===== config.mk =====
export PLATFORM = sky130hd
export DESIGN_NAME = tape_status_port
export DESIGN_NICKNAME = d
export VERILOG_FILES = /design/src/tape_status_port.v /design/src/char_strobe_gen.v /design/src/rewind_seq.v
export VERILOG_INCLUDE_DIRS = /design/src
export SDC_FILE = /design/constraint.sdc
export NUM_CORES = 1
export LEC_CHECK = 0
export ABC_CLOCK_PERIOD_IN_PS = 2140
export BUFFER_PORTS_ARGS = -buffer_cell sky130_fd_sc_hd__buf_2
export CELL_PAD_IN_SITES_DETAIL_PLACEMENT = 0
export CELL_PAD_IN_SITES_GLOBAL_PLACEMENT = 1
export CORE_MARGIN = 4
export CORE_UTILIZATION = 30
export DETAILED_ROUTE_END_ITERATION = 16
export PLACE_DENSITY = 0.72
export REMOVE_ABC_BUFFERS = 1
export SYNTH_ARGS = -nofsm -noshare
export SYNTH_HDL_FRONTEND = slang
export SYNTH_SLANG_ARGS = --single-unit
export TNS_END_PERCENT = 100

===== constraint.sdc =====
create_clock -name sys_clk -period 2.14 [get_ports sys_clk]
set_clock_uncertainty 0.2 [all_clocks]
set_input_delay 0.321 -clock sys_clk [delete_from_list [all_inputs] [get_ports sys_clk]]
set_output_delay 0.321 -clock sys_clk [all_outputs]
set_load 0.005 [all_outputs]

===== src/tape_port_defs.vh =====
// constants of the tape transport status and read port
`ifndef TAPE_PORT_DEFS_VH
`define TAPE_PORT_DEFS_VH
`define CLK_NS 10
`define STROBE_NS 2000
`define SETUP_NS 100
`define HOLD_NS 100
`define STROBE_CYC (`STROBE_NS / `CLK_NS)
`define SETUP_CYC ((`SETUP_NS + `CLK_NS - 1) / `CLK_NS)
`define HOLD_CYC ((`HOLD_NS + `CLK_NS - 1) / `CLK_NS)
`define TRACKS 9
`define ADDR_W 8
`define REG_CTRL 8'h00
`define REG_STAT 8'h04
`define REG_IRQ_STAT 8'h08
`define REG_IRQ_MASK 8'h0C
`define REG_CHAR 8'h10
`define CTRL_W 2
`define CTRL_RST 2'h0
`define CTRL_WINH 0
`define CTRL_REWIND 1
`define IRQ_W 5
`define IRQ_CHAR 0
`define IRQ_OVERRUN 1
`define IRQ_END 2
`define IRQ_RWDONE 3
`define IRQ_UNREADY 4
`define STAT_W 8
`endif


===== src/tape_status_port.v =====
// tape transport status levels, read character port and register file
`timescale 1ns/100ps
`include "tape_port_defs.vh"
`default_nettype none
module tape_status_port #(
  parameter TRACKS = `TRACKS,
  parameter ADDR_W = `ADDR_W
) (
  input wire sys_clk,
  input wire reset_n,
  // transport mechanics and sensors
  input wire operator_remote,
  input wire unit_selected,
  input wire tape_loaded,
  input wire write_ring_fitted,
  input wire tape_start_marker,
  input wire end_marker_seen,
  input wire char_assembled,
  input wire [TRACKS-1:0] char_bits,
  // commands from the controller side
  input wire motion_fwd_req,
  input wire motion_rev_req,
  input wire rewind_req,
  input wire write_req,
  // status and read port toward the controller
  output reg remote_control_active,
  output reg ready_q,
  output reg at_beginning_position,
  output reg tape_end_sensed,
  output reg write_protected,
  output reg rewind_in_progress,
  output wire read_char_strobe,
  output wire [TRACKS-1:0] read_data,
  // drive outputs toward the tape deck
  output reg motor_fwd_q,
  output reg motor_rev_q,
  output reg motor_fast_q,
  output reg write_enable_q,
  // register port
  input wire [ADDR_W-1:0] reg_addr,
  input wire [31:0] reg_wdata,
  input wire reg_wr,
  input wire reg_rd,
  output reg [31:0] reg_rdata,
  output reg irq_q
);

  ////////////////////////////////////////////////////////////////////////////
  // internal state

  reg [`CTRL_W-1:0] ctrl_q;
  reg [`IRQ_W-1:0] irq_stat_q;
  reg [`IRQ_W-1:0] irq_mask_q;
  reg [`IRQ_W-1:0] irq_event;
  reg [TRACKS-1:0] last_char_q;
  reg end_prev_q;
  reg ready_prev_q;
  reg sw_rewind_q;
  wire rw_rev;
  wire rw_fwd;
  wire rw_fast;
  wire rw_active;
  wire rw_done;
  wire ch_overrun;
  wire ch_sent;
  wire ready_d;
  wire protect_d;
  wire rewind_start;
  wire wr_hit;
  wire rd_hit;
  // strobe timing in cycles, cut on purpose to the sequencer's 16-bit counter
  localparam integer SETUP_LEN = `SETUP_CYC;
  localparam integer PULSE_LEN = `STROBE_CYC;
  localparam integer HOLD_LEN = `HOLD_CYC;

  ////////////////////////////////////////////////////////////////////////////
  // status levels

  // ready drops the cycle a rewind begins, ahead of any motion request
  assign ready_d = operator_remote && unit_selected && tape_loaded
    && !rw_active;
  assign protect_d = !write_ring_fitted;

  always @(posedge sys_clk) begin
    if (!reset_n) begin
      remote_control_active <= 1'b0;
      ready_q <= 1'b0;
      at_beginning_position <= 1'b0;
      tape_end_sensed <= 1'b0;
      write_protected <= 1'b0;
      rewind_in_progress <= 1'b0;
      end_prev_q <= 1'b0;
      ready_prev_q <= 1'b0;
    end else begin
      remote_control_active <= operator_remote;
      ready_q <= ready_d;
      // only true once the deck has settled on the marker
      at_beginning_position <= tape_start_marker && !rw_active;
      // passed straight through, no debounce: edge chatter is left visible
      tape_end_sensed <= end_marker_seen;
      write_protected <= protect_d;
      rewind_in_progress <= rw_active;
      end_prev_q <= end_marker_seen;
      ready_prev_q <= ready_q;
    end
  end

  ////////////////////////////////////////////////////////////////////////////
  // rewind sequencing

  // a rewind is only taken under remote control and selection
  assign rewind_start = (rewind_req || sw_rewind_q) && operator_remote
    && unit_selected && tape_loaded;

  rewind_seq u_rewind (
    .sys_clk(sys_clk),
    .reset_n(reset_n),
    .start(rewind_start),
    .abort(!tape_loaded),
    .marker(tape_start_marker),
    .drive_rev_q(rw_rev),
    .drive_fwd_q(rw_fwd),
    .fast_q(rw_fast),
    .active_q(rw_active),
    .done_q(rw_done)
  );

  ////////////////////////////////////////////////////////////////////////////
  // motion and write gating

  always @(posedge sys_clk) begin
    if (!reset_n) begin
      motor_fwd_q <= 1'b0;
      motor_rev_q <= 1'b0;
      motor_fast_q <= 1'b0;
      write_enable_q <= 1'b0;
    end else if (rw_active) begin
      motor_fwd_q <= rw_fwd;
      motor_rev_q <= rw_rev;
      motor_fast_q <= rw_fast;
      write_enable_q <= 1'b0;
    end else begin
      // conflicting requests stop the tape rather than pick a direction
      motor_fwd_q <= ready_q && motion_fwd_req && !motion_rev_req;
      motor_rev_q <= ready_q && motion_rev_req && !motion_fwd_req
        && !tape_start_marker;
      motor_fast_q <= 1'b0;
      write_enable_q <= ready_q && write_req && !write_protected
        && !protect_d && !ctrl_q[`CTRL_WINH]
        && (motion_fwd_req ^ motion_rev_req);
    end
  end

  ////////////////////////////////////////////////////////////////////////////
  // read character port

  char_strobe_gen #(
    .DATA_W(TRACKS),
    .CNT_W(16),
    .SETUP_CYC(SETUP_LEN[15:0]),
    .PULSE_CYC(PULSE_LEN[15:0]),
    .HOLD_CYC(HOLD_LEN[15:0])
  ) u_strobe (
    .sys_clk(sys_clk),
    .reset_n(reset_n),
    .char_valid(char_assembled),
    .char_in(char_bits),
    .data_q(read_data),
    .strobe_q(read_char_strobe),
    .overrun_q(ch_overrun),
    .sent_q(ch_sent)
  );

  always @(posedge sys_clk) begin
    if (!reset_n) begin
      last_char_q <= {TRACKS{1'b0}};
    end else if (ch_sent) begin
      last_char_q <= read_data;
    end
  end

  ////////////////////////////////////////////////////////////////////////////
  // interrupt events

  always @* begin
    irq_event = {`IRQ_W{1'b0}};
    irq_event[`IRQ_CHAR] = ch_sent;
    irq_event[`IRQ_OVERRUN] = ch_overrun;
    irq_event[`IRQ_END] = end_marker_seen && !end_prev_q;
    irq_event[`IRQ_RWDONE] = rw_done;
    irq_event[`IRQ_UNREADY] = ready_prev_q && !ready_q;
  end

  ////////////////////////////////////////////////////////////////////////////
  // register port

  assign wr_hit = reg_wr && !reg_rd;
  assign rd_hit = reg_rd && !reg_wr;

  always @(posedge sys_clk) begin
    if (!reset_n) begin
      ctrl_q <= `CTRL_RST;
      irq_mask_q <= {`IRQ_W{1'b0}};
      irq_stat_q <= {`IRQ_W{1'b0}};
      sw_rewind_q <= 1'b0;
      irq_q <= 1'b0;
    end else begin
      sw_rewind_q <= 1'b0;
      if (wr_hit && reg_addr == `REG_CTRL) begin
        ctrl_q[`CTRL_WINH] <= reg_wdata[`CTRL_WINH];
        // rewind bit is a self-clearing command, reads back zero
        sw_rewind_q <= reg_wdata[`CTRL_REWIND];
      end
      if (wr_hit && reg_addr == `REG_IRQ_MASK) begin
        irq_mask_q <= reg_wdata[`IRQ_W-1:0];
      end
      // new event beats a same-cycle write-one clear
      if (wr_hit && reg_addr == `REG_IRQ_STAT) begin
        irq_stat_q <= (irq_stat_q & ~reg_wdata[`IRQ_W-1:0]) | irq_event;
      end else begin
        irq_stat_q <= irq_stat_q | irq_event;
      end
      irq_q <= |(irq_stat_q & irq_mask_q);
    end
  end

  always @(posedge sys_clk) begin
    if (!reset_n) begin
      reg_rdata <= 32'h00000000;
    end else if (rd_hit) begin
      case (reg_addr)
        `REG_CTRL: reg_rdata <= {{(32-`CTRL_W){1'b0}}, 1'b0,
          ctrl_q[`CTRL_WINH]};
        `REG_STAT: reg_rdata <= {{(32-`STAT_W){1'b0}}, 1'b0,
          write_enable_q, read_char_strobe, rewind_in_progress,
          write_protected, tape_end_sensed, at_beginning_position,
          ready_q};
        `REG_IRQ_STAT: reg_rdata <= {{(32-`IRQ_W){1'b0}}, irq_stat_q};
        `REG_IRQ_MASK: reg_rdata <= {{(32-`IRQ_W){1'b0}}, irq_mask_q};
        `REG_CHAR: reg_rdata <= {{(32-TRACKS){1'b0}}, last_char_q};
        default: reg_rdata <= 32'h00000000;
      endcase
    end else begin
      reg_rdata <= 32'h00000000;
    end
  end

endmodule // tape_status_port
`default_nettype wire


===== src/char_strobe_gen.v =====
// read character strobe sequencer: setup, pulse, hold
`timescale 1ns/100ps
`default_nettype none
module char_strobe_gen #(
  parameter DATA_W = 9,
  parameter CNT_W = 16,
  parameter [CNT_W-1:0] SETUP_CYC = 16'h000A,
  parameter [CNT_W-1:0] PULSE_CYC = 16'h00C8,
  parameter [CNT_W-1:0] HOLD_CYC = 16'h000A
) (
  input wire sys_clk,
  input wire reset_n,
  input wire char_valid,
  input wire [DATA_W-1:0] char_in,
  output reg [DATA_W-1:0] data_q,
  output reg strobe_q,
  output reg overrun_q,
  output reg sent_q
);
  localparam IDLE = 2'b00;
  localparam SETUP = 2'b01;
  localparam PULSE = 2'b10;
  localparam HOLD = 2'b11;
  reg [1:0] state_q;
  reg [CNT_W-1:0] cnt_q;
  wire last = (cnt_q == {{(CNT_W-1){1'b0}}, 1'b1});
  always @(posedge sys_clk) begin
    sent_q <= 1'b0;
    overrun_q <= 1'b0;
    if (!reset_n) begin
      state_q <= IDLE;
      cnt_q <= {CNT_W{1'b0}};
      data_q <= {DATA_W{1'b0}};
      strobe_q <= 1'b0;
    end else begin
      case (state_q)
        IDLE: begin
          if (char_valid) begin
            // data change only here, so lines never move under the pulse
            data_q <= char_in;
            cnt_q <= SETUP_CYC;
            state_q <= SETUP;
          end
        end
        SETUP: begin
          overrun_q <= char_valid;
          cnt_q <= cnt_q - 1'b1;
          if (last) begin
            strobe_q <= 1'b1;
            cnt_q <= PULSE_CYC;
            state_q <= PULSE;
          end
        end
        PULSE: begin
          overrun_q <= char_valid;
          cnt_q <= cnt_q - 1'b1;
          if (last) begin
            strobe_q <= 1'b0;
            sent_q <= 1'b1;
            cnt_q <= HOLD_CYC;
            state_q <= HOLD;
          end
        end
        HOLD: begin
          overrun_q <= char_valid;
          cnt_q <= cnt_q - 1'b1;
          if (last) begin
            state_q <= IDLE;
          end
        end
        default: begin
          state_q <= IDLE;
        end
      endcase
    end
  end
endmodule // char_strobe_gen
`default_nettype wire


===== src/rewind_seq.v =====
// rewind sequencer: fast back past the marker, forward onto it
`timescale 1ns/100ps
`default_nettype none
module rewind_seq (
  input wire sys_clk,
  input wire reset_n,
  input wire start,
  input wire abort,
  input wire marker,
  output reg drive_rev_q,
  output reg drive_fwd_q,
  output reg fast_q,
  output reg active_q,
  output reg done_q
);
  localparam IDLE = 2'b00;
  localparam BACK = 2'b01;
  localparam PAST = 2'b10;
  localparam FWD = 2'b11;
  reg [1:0] state_q;
  reg [1:0] state_d;
  always @* begin
    state_d = state_q;
    case (state_q)
      IDLE: if (start && !marker) state_d = BACK;
      BACK: if (marker) state_d = PAST;
      PAST: if (!marker) state_d = FWD;
      FWD: if (marker) state_d = IDLE;
      default: state_d = IDLE;
    endcase
    if (abort) state_d = IDLE;
  end
  always @(posedge sys_clk) begin
    if (!reset_n) begin
      state_q <= IDLE;
      drive_rev_q <= 1'b0;
      drive_fwd_q <= 1'b0;
      fast_q <= 1'b0;
      active_q <= 1'b0;
      done_q <= 1'b0;
    end else begin
      state_q <= state_d;
      drive_rev_q <= (state_d == BACK) || (state_d == PAST);
      fast_q <= (state_d == BACK) || (state_d == PAST);
      drive_fwd_q <= (state_d == FWD);
      active_q <= (state_d != IDLE);
      done_q <= (state_q == FWD) && (state_d == IDLE) && !abort;
    end
  end
endmodule // rewind_seq
`default_nettype wire


==> results by group <==
Run status
  • Status: completed

Pwr
  • Reg power frac: 0.349
  • Pleak: 0.001906 uW
  • Peak VDD IR: between 500 and 600 uV
  • Clock power share: 0.323
  • Final Power: 5101 uW
  • P per Cell Area: 1142 mW/mm2
  • Comb pwr share: 0.328
  • Switching Power: 1712 uW
  • Pint: ~3400 uW
  • Switching fraction of total power: 0.3357

Timing
  • Tcrit/Tclk final: 0.9516
  • Tmin final: 2.036 ns
  • Slew @ Worst Pin: 0.5833 ns
  • RSZ-0062 raised after global routing: no
  • Final setup vio count: 0
  • Slew margin rel.: 0.6106
  • Setup TNS: 0 ns
  • Slew Viols, Final: 0
  • Fmax: approximately 0.5 GHz
  • Hold Violations, Final: 0

Final layout
  • Diodes inserted: 0
  • Area growth syn-to-layout: 27.28%
  • Final Net Count: 558
  • Final instance area: 0.004466 mm2
  • Ratio of cells with drive above 1 in the final layout: 0.2612

Synth
  • Cell with the most instances after synthesis: dfxtp_1
  • Number of enable flip-flop cells after synthesis: 0
  • Synth top area share: 0.4451
  • Seq/Total Area, Yosys: 0.4451
  • Top post-synthesis cells by area: dfxtp_1 45%, nor2_1 5.8%, buf_4 4.9%
  • Synthesized instance count: between 300 and 400
  • Post-synth top area cell: dfxtp_1
  • Syn Area/Cell: 8.904 um2
  • Mapped cell area: 0.003508 mm2
  • Post-synth top cells: 78 x dfxtp_1, 54 x nor2_1, 25 x nand2_1, 23 x buf_4, 20 x nand3_1
  • Synth Register Bits: just under 80
  • Asr flop ratio synth: 0
  • Distinct cell type count of the synthesized netlist: 55
  • Synth Flop Type: dfxtp_1
  • YS warnings: 0

Floorplan
  • Core ar.: 0.01142 mm2
  • Placement Rows: 39
  • Top-Level Pins: 117
  • Initial Utilization: 0.3073
  • Die width: 116.1 um
  • Die area: 0.01349 mm2
  • Die Ht: 116.1 um

Critical path
  • Crit path max-delay family: compound AO/OA/AOI/OAI gates
  • Slowest CP cell: dfxtp_1
  • Critical path startpoint category: flop
  • R2R Path Start: u_strobe.cnt_q[1]
  • Worst Path Class, Setup: reg2reg
  • Worst r2r dst: u_strobe.cnt_q[12]
  • Worst path arrival time: 2.05 ns
  • Slowest stage delay, CP: 0.31 ns
  • CP Data Required Time: approximately 2.2 ns
  • Cell Chain, Critical Path: inv_1 > ha_1 > nor4b_2 > buf_4 > nand4_2 > o21ai_4 > buf_4 > a21oi_1 > a31o_1
  • Worst Path Max Fanout: 5
  • Worst setup EP type: flop
  • Worst reg2reg path depth: 9
  • R2R setup slack: 0.10 ns
  • CP Buf/Inv Count: 3
  • Most used cell, CP: buf_4

Route
  • ANT nets after route: 0
  • Per-cell routed wire length: roughly 13 um
  • # DRC: 0
  • Vias per Instance: ~4.6
  • Aggregate routed wire length: 8367 um
  • DRT Pass-1 Iters: 4
  • Iteration-0 DRC Markers: between 150 and 200
  • Vias: between 2000 and 3000

Clocking
  • CTS sink count: around 80
  • Worst-path clk slew: approximately 0.07 ns
  • H-tree depth: 3
  • Clock root cell: clkbuf_16
  • TritonCTS Buffers: 9
  • Clock Latency Late Sink: 0.33 ns
  • CTS tree: done
  • Bufs on Longest Clock Path: 2
  • Setup bufs post-CTS: 0

Placement
  • DP Area: 0.004086 mm2
  • Post-DP HPWL: about 6500 um
  • Final Wtd Congestion: 0.8114
  • # port buffers: 66

Global route
  • Overflow after GRT: 0
  • All-Layer GR Usage: 0.1233
  • Vias in the first global route: approximately 2700
  • Largest net degree at the start of global routing: 22
  • First-pass GRT wire length: around 13000 um
  • Initial antenna violation count: 0

Hold path
  • Hold crit path type: in2reg
  • HP Start: operator_remote
  • Hold Path Cell Cnt: 2
  • Hold Crit Endpoint: remote_control_active

Flow run
  • MaxCap Viol Count: 0
power by group through the flow:
stage	combinational (uW)	sequential, uW	clock [uW]
after floorplan	1050	1790	0
after global placement	1600	1800	0
after detailed placement	1610	1810	0
after CTS	1620	1780	1690
after global routing	1890	1810	1750
final	1670	1780	1650
state kept, by name, indices dropped and copies added (netlist names), 2 cells and up:
| name | flops |
|---|---|
| irq_mask_q | 5 |
| irq_stat_q | 5 |
| last_char_q | 9 |
| reg_rdata | 9 |
| u_rewind.state_q | 2 |
| u_strobe.cnt_q | 16 |
| u_strobe.data_q | 9 |
| u_strobe.state_q | 2 |
metal layers:
metal  global-route usage  part of all wire  up-vias  routed length, um
met5                    0                 0        -                  0
met4              0.04408            0.0093        0                 78
met3              0.03472             0.058        8                487
met2               0.2033              0.47       70               3936
met1               0.1546              0.46     1331               3865
li1                     -                 -     1519                  -
logic make-up after synthesis:
kind of cell    after synthesis  share of synthesized area
simple gates                158                     0.2361
xor+xnor                      9                    0.02247
compound gates               76                     0.1419
buf+inv                      47                    0.07561
fa+ha+maj                     9                    0.03210
flops                        78                     0.4451
other cells                   1                   0.001069
mux                          16                    0.04565
repair_timing:
item	in CTS	in global routing
pin swaps	0	1
resized for setup	1	8
setup endpoints to repair	7	15
hold endpoints to repair	1	0
hold buffers	1	0
cells in the final DEF, fill, tap and decap left out, types with 3 or more instances in the layout:
cell type / synthesis / layout
a21oi_1: 19 / 19
mux2i_1: 16 / 16
nor3_1: 9 / 7
nand2b_1: 4 / 4
conb_1: 1 / 23
nor3b_1: 4 / 4
inv_1: 9 / 9
clkbuf_16: 0 / 9
nor4_1: 5 / 5
ha_1: 9 / 9
and3_1: 4 / 4
buf_2: 1 / 66
xnor2_1: 7 / 7
a22oi_1: 9 / 9
o21a_1: 7 / 7
nor2b_1: 5 / 5
nor2_1: 54 / 54
nand2_1: 25 / 25
o21ai_0: 14 / 14
nand3_1: 20 / 20
o31ai_1: 4 / 4
inv_6: 0 / 3
dfxtp_1: 78 / 77
buf_4: 23 / 29
a21boi_0: 5 / 5
and2_1: 10 / 9
worst max path at each step:
stage / startpoint / endpoint / slack, ns / cells after the start
2_1_floorplan: u_strobe.state_q[0] / u_strobe.cnt_q[8] / 0.10 / 7
3_3_place_gp: u_strobe.cnt_q[1] / u_strobe.cnt_q[2] / 0.03 / 8
3_5_place_dp: u_strobe.cnt_q[1] / u_strobe.cnt_q[15] / -0.01 / 8
4_1_cts: u_strobe.cnt_q[1] / u_strobe.cnt_q[12] / 0.05 / 9
5_1_grt: u_strobe.cnt_q[1] / u_strobe.cnt_q[12] / 0.005 / 9
6_report: u_strobe.cnt_q[1] / u_strobe.cnt_q[12] / 0.10 / 9
per-stage QoR:
stage | utilization | instances | hold slack [ns] | setup slack, ns
final | 0.3911 | 633 | 0.01212 | 0.1035
after global routing | 0.3911 | 633 | 0.02175 | 0.005484
after CTS | 0.3876 | 633 | 0.0005757 | 0.05318
after detailed placement | 0.3579 | 616 | 0.2472 | -0.01078
after global placement | 0.3579 | 616 | 0.2289 | 0.02840
after floorplan | - | 378 | 0.1934 | 0.1044
layout make-up:
cell class / count / area, um2
clock buffer: 9 / 225.2
clock inverter: 7 / 102.6
fill: 1162 / 6953
inverter: 9 / 33.78
multi-input combinational: 291 / 1804
sequential: 78 / 1563
tap: 143 / 178.9
timing repair buffer: 96 / 558.0
Power figures use the tool's default switching activity.
